### src/event_latch.sv
// package of shared status constants and the sticky event latch module
`timescale 1ns/10ps

// ****************************************************************
// shared constants
// ****************************************************************
package status_pkg;
  localparam int BYTE_W = 8;
  // status summary byte bit positions
  localparam int STB_OPER = 7;
  localparam int STB_SERVICE = 6;
  localparam int STB_ESB = 5;
  localparam int STB_MAV = 4;
  localparam int STB_UNUSED3 = 3;
  localparam int STB_ERR = 2;
  localparam int STB_UNUSED1 = 1;
  localparam int STB_READY = 0;
  // standard event flag bit positions
  localparam int ESR_PON = 7;
  localparam int ESR_URQ = 6;
  localparam int ESR_CMD = 5;
  localparam int ESR_EXE = 4;
  localparam int ESR_DDE = 3;
  localparam int ESR_QYE = 2;
  localparam int ESR_RQC = 1;
  localparam int ESR_OPC = 0;
  // reset values
  localparam logic [7:0] ESR_RESET = 8'h80;
  localparam logic [7:0] SRE_RESET = 8'h00;
  localparam logic [7:0] ESE_RESET = 8'h00;
  // service bit can never raise a service request
  localparam logic [7:0] SRE_GATE_MASK = 8'hBF;
  // lower status layers are 16 bits wide with the top bit kept unused
  localparam int LOWER_REG_W = 16;
  localparam int LOWER_UNUSED_BIT = 15;
endpackage

// ****************************************************************
// sticky event latch: set wins over clear
// ****************************************************************
module event_latch #(
  parameter int W = 8,
  parameter logic [W-1:0] RESET_VAL = '0
) (
  input wire logic clk_in,
  input wire logic rst_in,
  input wire logic [W-1:0] set_in,
  input wire logic clear_in,
  output logic [W-1:0] flags_out
);
  typedef struct packed {
    logic [W-1:0] flags;
  } latch_s;

  latch_s q;
  latch_s d;

  // clear first, then new events, so a same-cycle event survives
  always_comb begin
    d = q;
    if (clear_in) begin
      d.flags = '0;
    end
    d.flags = d.flags | set_in;
  end

  // register the state
  always_ff @(posedge clk_in or posedge rst_in) begin
    if (rst_in) begin
      q.flags <= RESET_VAL;
    end else begin
      q <= d;
    end
  end

  assign flags_out = q.flags;
endmodule

### src/status_event_reporting.sv
// status summary byte, standard event flags and service request logic
// Function
// [RULE_01] status byte bits: operation 7, service 6, event 5, message 4, error 2, ready 0
// [RULE_02] serial poll returns request flag in bit 6, status query returns summary
// [RULE_03] service enable mask gates status bits onto request; bit 6 never can
// [RULE_04] operation summary bit 7 is never driven active
// [RULE_05] request flag sets with service request, clears on serial poll
// [RULE_06] master summary is read-only, true while an enabled cause exists
// [RULE_07] event summary bit set while any enabled standard event is set
// [RULE_08] message available bit follows unread replies in the output queue
// [RULE_09] error queue bit follows a non-empty command error queue
// [RULE_10] standard event byte: power-on 7 down to operation complete 0
// [RULE_11] standard event enable mask written by program message selects events
// [RULE_12] power-on event set after power cycle until read or cleared
// [RULE_13] user request event set when operator forces local with escape key
// [RULE_14] command error event set when a remote command is rejected
// [RULE_15] execution error event set when a message cannot be carried out
// [RULE_16] device error event set on an internal failure
// [RULE_17] query error event set on protocol violation; host reads replies first
// [RULE_18] request control event is never set
// [RULE_19] operation complete event set when requested functions finished
// [RULE_20] event query returns the flags; they request service only via summary
// [RULE_21] serial port host gets no request signal and must poll the status
// [RULE_22] unused status bits 3 and 1 read zero; ready bit from ready events
// [RULE_23] bit 15 of every 16-bit lower layer register is left unused
`timescale 1ns/10ps

module status_event_reporting (
  input wire logic clk_in,
  input wire logic rst_in,
  input wire logic serial_poll_in,
  input wire logic status_query_in,
  input wire logic event_query_in,
  input wire logic clear_status_in,
  input wire logic sre_write_in,
  input wire logic ese_write_in,
  input wire logic [7:0] write_data_in,
  input wire logic user_request_in,
  input wire logic command_error_in,
  input wire logic exec_error_in,
  input wire logic device_error_in,
  input wire logic query_error_in,
  input wire logic op_complete_in,
  input wire logic reply_pending_in,
  input wire logic error_queue_in,
  input wire logic ready_event_in,
  output logic [7:0] reply_byte_out,
  output logic reply_valid_out,
  output logic srq_out
);

  // ****************************************************************
  // state
  // ****************************************************************
  typedef struct packed {
    logic [7:0] sre;
    logic [7:0] ese;
    logic mss_prev;
    logic rqs;
    logic [7:0] reply;
    logic reply_valid;
  } state_s;

  state_s q;
  state_s d;
  logic [7:0] esr_flags;
  logic [7:0] esr_set;
  logic esr_clear;
  logic [7:0] stb_base;
  logic mss;

  // ****************************************************************
  // standard event flags
  // ****************************************************************

  // event sources; power-on comes only from the reset value
  always_comb begin
    esr_set = 8'h00;
    esr_set[status_pkg::ESR_URQ] = user_request_in; // [RULE_13]
    esr_set[status_pkg::ESR_CMD] = command_error_in; // [RULE_14]
    esr_set[status_pkg::ESR_EXE] = exec_error_in; // [RULE_15]
    esr_set[status_pkg::ESR_DDE] = device_error_in; // [RULE_16]
    esr_set[status_pkg::ESR_QYE] = query_error_in; // [RULE_17]
    esr_set[status_pkg::ESR_RQC] = 1'b0; // [RULE_18]
    esr_set[status_pkg::ESR_OPC] = op_complete_in; // [RULE_19]
  end

  // reading or clearing empties the flags
  assign esr_clear = event_query_in | clear_status_in; // [RULE_12]

  // sticky flags, power-on set from reset
  event_latch #(
    .W(status_pkg::BYTE_W),
    .RESET_VAL(status_pkg::ESR_RESET) // [RULE_12]
  ) u_esr (
    .clk_in(clk_in),
    .rst_in(rst_in),
    .set_in(esr_set),
    .clear_in(esr_clear),
    .flags_out(esr_flags) // [RULE_10]
  );

  // ****************************************************************
  // status summary byte
  // ****************************************************************

  // summary bits without the service position
  always_comb begin
    stb_base = 8'h00; // [RULE_01]
    stb_base[status_pkg::STB_OPER] = 1'b0; // [RULE_04]
    stb_base[status_pkg::STB_ESB] = |(esr_flags & q.ese); // [RULE_07]
    stb_base[status_pkg::STB_MAV] = reply_pending_in; // [RULE_08]
    stb_base[status_pkg::STB_UNUSED3] = 1'b0; // [RULE_22]
    stb_base[status_pkg::STB_ERR] = error_queue_in; // [RULE_09]
    stb_base[status_pkg::STB_UNUSED1] = 1'b0; // [RULE_22]
    stb_base[status_pkg::STB_READY] = ready_event_in; // [RULE_22]
  end

  // master summary: any enabled cause, bit 6 excluded
  assign mss = |(stb_base & q.sre & status_pkg::SRE_GATE_MASK); // [RULE_06]

  // ****************************************************************
  // next state
  // ****************************************************************

  // masks, request flag and query replies
  always_comb begin
    d = q;
    d.reply_valid = 1'b0;
    // enable masks written by program message
    if (sre_write_in) begin
      d.sre = write_data_in; // [RULE_03]
    end
    if (ese_write_in) begin
      d.ese = write_data_in; // [RULE_11]
    end
    // request flag: drops with its cause or on poll, new cause wins
    d.mss_prev = mss;
    if (!mss || serial_poll_in) begin
      d.rqs = 1'b0; // [RULE_05]
    end
    if (mss && !q.mss_prev) begin
      d.rqs = 1'b1; // [RULE_05]
    end
    // one reply per request, poll first, then status, then events
    if (serial_poll_in) begin
      d.reply = stb_base;
      d.reply[status_pkg::STB_SERVICE] = q.rqs; // [RULE_02]
      d.reply_valid = 1'b1;
    end else if (status_query_in) begin
      d.reply = stb_base;
      d.reply[status_pkg::STB_SERVICE] = mss; // [RULE_02]
      d.reply_valid = 1'b1;
    end else if (event_query_in) begin
      d.reply = esr_flags; // [RULE_20]
      d.reply_valid = 1'b1;
    end
  end

  // register the state
  always_ff @(posedge clk_in or posedge rst_in) begin
    if (rst_in) begin
      q.sre <= status_pkg::SRE_RESET;
      q.ese <= status_pkg::ESE_RESET;
      q.mss_prev <= 1'b0;
      q.rqs <= 1'b0;
      q.reply <= 8'h00;
      q.reply_valid <= 1'b0;
    end else begin
      q <= d;
    end
  end

  // outputs straight from flops; serial port host simply ignores srq
  assign reply_byte_out = q.reply;
  assign reply_valid_out = q.reply_valid;
  assign srq_out = q.rqs; // [RULE_21]

  // no lower layer register exists here, so nothing reaches bit 15
  localparam int UNUSED_TOP = status_pkg::LOWER_UNUSED_BIT; // [RULE_23]

  // helper: reset just released
  logic rst_seen_q;
  always_ff @(posedge clk_in or posedge rst_in) begin
    if (rst_in) begin
      rst_seen_q <= 1'b0;
    end else begin
      rst_seen_q <= 1'b1;
    end
  end
endmodule

### config.mk
export PLATFORM = sky130hd
export DESIGN_NAME = status_event_reporting
export DESIGN_NICKNAME = d
export VERILOG_FILES = /design/src/event_latch.sv /design/src/status_event_reporting.sv
export SDC_FILE = /design/constraint.sdc
export NUM_CORES = 1
export LEC_CHECK = 0
export CAP_MARGIN = 20
export CORE_ASPECT_RATIO = 1.2
export CORE_MARGIN = 2
export CORE_UTILIZATION = 35
export CTS_CLUSTER_DIAMETER = 200
export DETAILED_ROUTE_END_ITERATION = 8
export DONT_BUFFER_PORTS = 1
export GPL_ROUTABILITY_DRIVEN = 0
export HOLD_SLACK_MARGIN = 0.08
export PLACE_DENSITY = 0.46
export SETUP_SLACK_MARGIN = 0.02
export SLEW_MARGIN = 20
export SYNTH_ARGS = -nofsm -noshare
export SYNTH_HDL_FRONTEND = slang
export SYNTH_HIERARCHICAL = 1
export SYNTH_SLANG_ARGS = --single-unit
### constraint.sdc
create_clock -name clk_in -period 3.78 [get_ports clk_in]
set_input_delay 0 -clock clk_in [delete_from_list [all_inputs] [get_ports clk_in]]
set_output_delay 0 -clock clk_in [all_outputs]
set_load 0.01 [all_outputs]
==> flow_metrics.py <==
metrics = {
    "floorplanning": {
        "die_w_um": 60.09,
        "ios": 35,
        "dieHeight_um": 71.31,
        "initial_core_util": 0.3636,
        "rows": 24,
        "die_area_mm2": 0.004285,
        "core-area_mm2": 0.003633,
    },
    "sta": {
        "timing.final.crit_share": 0.5142,
        "tightestPinTransition_ps": 893.7,
        "slew_headroom": 0.4035,
        "fmax_mhz": 514.5,
        "fin_tns_setup_ps": 0,
        "finalHoldViolCount": 0,
        "setup_viol_count_final": 0,
        "slew_viol_final": 0,
        "min_period_ps": 1944,
        "whs_ps": 138.5,
        "fin_worst_skew_ps": 2.609,
        "rsz0062_at_grt": "no",
    },
    "synthesis": {
        "syn_avg_cell_area_um2": 13.08,
        "synth_xor_area_frac": 0,
        "seq_area_frac_synth": 0.5881,
        "synth_fa_ha_area_frac": 0,
        "synth-seq-cells": 31,
        "muxShareOfSynthArea": 0.1563,
        "ys_types": 27,
        "yosysWarnings": 6,
        "synthSimpleGateAreaFrac": 0.04356,
        "synth_compound_area_frac": 0.1430,
        "synth_top_family_by_area": "multiplexers",
        "syn_area_mm2": 0.001321,
        "netlist_instances": 101,
    },
    "final_layout": {
        "mostFrequentLayoutCells": "dlygate4sd3_1, dfrtp_1, mux2_2",
        "seqCellArea_um2": 777.0,
        "multi_input_area_um2": 460.4,
        "nNetsFinal": 158,
        "syn_to_final_growth_pct": 33.81,
        "layout_commonest_cell": "dlygate4sd3_1",
        "num_antenna_cells": 0,
        "drive_gt1_frac": 0.1940,
        "stdcell_area_mm2": 0.001768,
        "fillers": 345,
    },
    "power_and_ir_drop": {
        "power_density_mw_per_mm2": 436.0,
        "vdd_drop_max_mv": 0.2047,
        "power.leakage_nw": 0.7866,
    },
    "setup_path": {
        "start_kind": "register",
        "endpoint_kind": "register",
        "crit_family": "compound AO/OA/AOI/OAI gates",
        "max_stage_delay_ps": 580,
        "cp_slowest_cell": "dlygate4sd3_1",
        "path_cells": "a22o_1 > o41ai_4 > a41oi_1 > dlygate4sd3_1",
        "cp.buffers_inverters": 1,
        "critical_path.max_fanout": 3,
        "worstPathRequired_ps": 3940,
        "crit_type": "reg2reg",
        "crit_arrival_ps": 2110,
    },
    "clock_network": {
        "cts_resized": 0,
        "path_clk_slew_ps": 60,
        "cts_sinks": 31,
        "ctsLongestPathBuffers": 2,
        "cts_root_buf": "clkbuf_8",
        "post_cts_buffers": 0,
        "clkLatencyLatePin_ps": 280,
        "cts_made_buffers": 5,
        "hold_buffers": 35,
        "cts_tree": "done",
        "ctsHtreeMaxLevel": 2,
    },
    "global_route": {
        "grt_pass1_wl_um": 4560,
        "grt_pass1_vias": 948,
        "grt_start_max_net_pins": 24,
        "grt.overflow.total": 0,
        "grt_antenna_before_repair": 0,
        "grt_usage": 0.1485,
    },
    "routing": {
        "routed_wl_um": 2767,
        "vias": 898,
        "post_drt_wl_per_cell_um": 14.88,
        "drt_iter0_markers": 37,
        "drt-pass1-iter-count": 4,
        "post-route-drc-count": 0,
        "detail-route-antenna-nets": 0,
        "drt-vias-per-instance": 4.828,
    },
    "placed_design": {
        "portBuffers": 0,
        "hpwl_um": 1950,
        "dpl_cell_area_mm2": 0.001318,
    },
    "run_status": {
        "status": "finished clean",
    },
    "min_path": {
        "min_path_type": "in2async",
    },
    "flow_run": {
        "drv_cap": 0,
    },
}
[worst register-to-register path: stages, from the launching register on]
cell	delay, ps
dfrtp_1	400
a22o_1	290
o41ai_4	400
a41oi_1	160
dlygate4sd3_1	580
[path summary, 6_finish.rpt]
kind / slack (ps) / cells after the start / to / start
max reg2reg: 1840 / 4 / reply_byte_out[6]$_DFFE_PP0P_ / u_esr/flags_out[0]$_DFF_PP0_
min: 140 / 2 / u_esr/flags_out[4]$_DFF_PP0_ / rst_in
min reg2reg: 510 / 1 / u_esr/flags_out[6]$_DFF_PP0_ / u_esr/flags_out[6]$_DFF_PP0_
min in group clk_in: 360 / 2 / reply_valid_out$_DFF_PP0_ / status_query_in
max: 1840 / 4 / reply_byte_out[6]$_DFFE_PP0P_ / u_esr/flags_out[0]$_DFF_PP0_
max in group asynchronous: 2850 / 2 / q[19]$_DFFE_PP0P_ / rst_in
[per-layer routing]
metal / vias up / GRT usage / share of wire
li1: 411 / - / -
met1: 445 / 0.1890 / 0.41
met2: 37 / 0.2174 / 0.49
met3: 5 / 0.06859 / 0.080
met4: 0 / 0.05926 / 0.018
met5: - / 0 / 0
[final cells by class]
type	instances	share of cell area
clock buffer	8	0.05662
inverter	4	0.008493
multi-input combinational	56	0.2604
sequential	31	0.4395
tap	52	0.03680
timing repair buffer	35	0.1982
[cell families (layout without fill, tap and decap cells)]
logic type             after synthesis  count (layout)
flip-flops                          31              31
AND/OR/NAND/NOR                     12              12
multiplexers                        19              19
other                                1               2
AO/OA/AOI/OAI                       23              23
buffers and inverters               15              47
[flip-flops by register name (all words and copies together) (netlist names)]
signal and flops:
q 13, reply_byte_out 8, u_esr/flags_out 8, reply_valid_out 1
srq_out 1
[stage by stage]
stage	total power [mW]	worst slack, ps	utilization	std cells
2_1_floorplan	0.4537	2490	-	102
3_3_place_gp	0.4564	2445	0.3626	143
3_5_place_dp	0.4587	2384	0.3626	143
4_1_cts	0.7803	1836	0.4866	186
5_1_grt	0.8137	1766	0.4866	186
6_report	0.7708	1836	0.4866	186
[cells in the mapped netlist]
cell      number  area (um^2)
a211oi_1       1        7.510
a21boi_0       1        7.510
a21o_1         8        60.06
a21oi_1        2        10.01
a222oi_1       1        10.01
a22o_1         3        26.28
a22o_2         1        10.01
a41oi_1        1        8.760
buf_2          1        5.000
buf_4          8        60.06
clkbuf_1       2        7.510
conb_1         1        3.750
dfrtp_1       30        750.7
dfstp_2        1        26.28
inv_1          3        11.26
inv_2          1        3.750
mux2_2        13        146.4
mux2i_1        6        60.06
nand2_1        4        15.01
nor2_1         3        11.26
nor2b_1        1        6.260
nor4_1         1        6.260
o21ai_0        3        15.01
o22ai_1        1        6.260
o41ai_4        1        27.53
or2_2          2        12.51
or3_1          1        6.260
[power breakdown]
| group | leakage (nW) | total (mW) | internal [mW] | switching, mW |
|---|---|---|---|---|
| Clock | 0.0515 | 0.279 | 0.166 | 0.113 |
| Sequential | 0.360 | 0.388 | 0.362 | 0.0261 |
| Combinational | 0.375 | 0.104 | 0.0634 | 0.0404 |
| Total | 0.787 | 0.771 | 0.591 | 0.180 |
(Power assumes the default switching activity.)
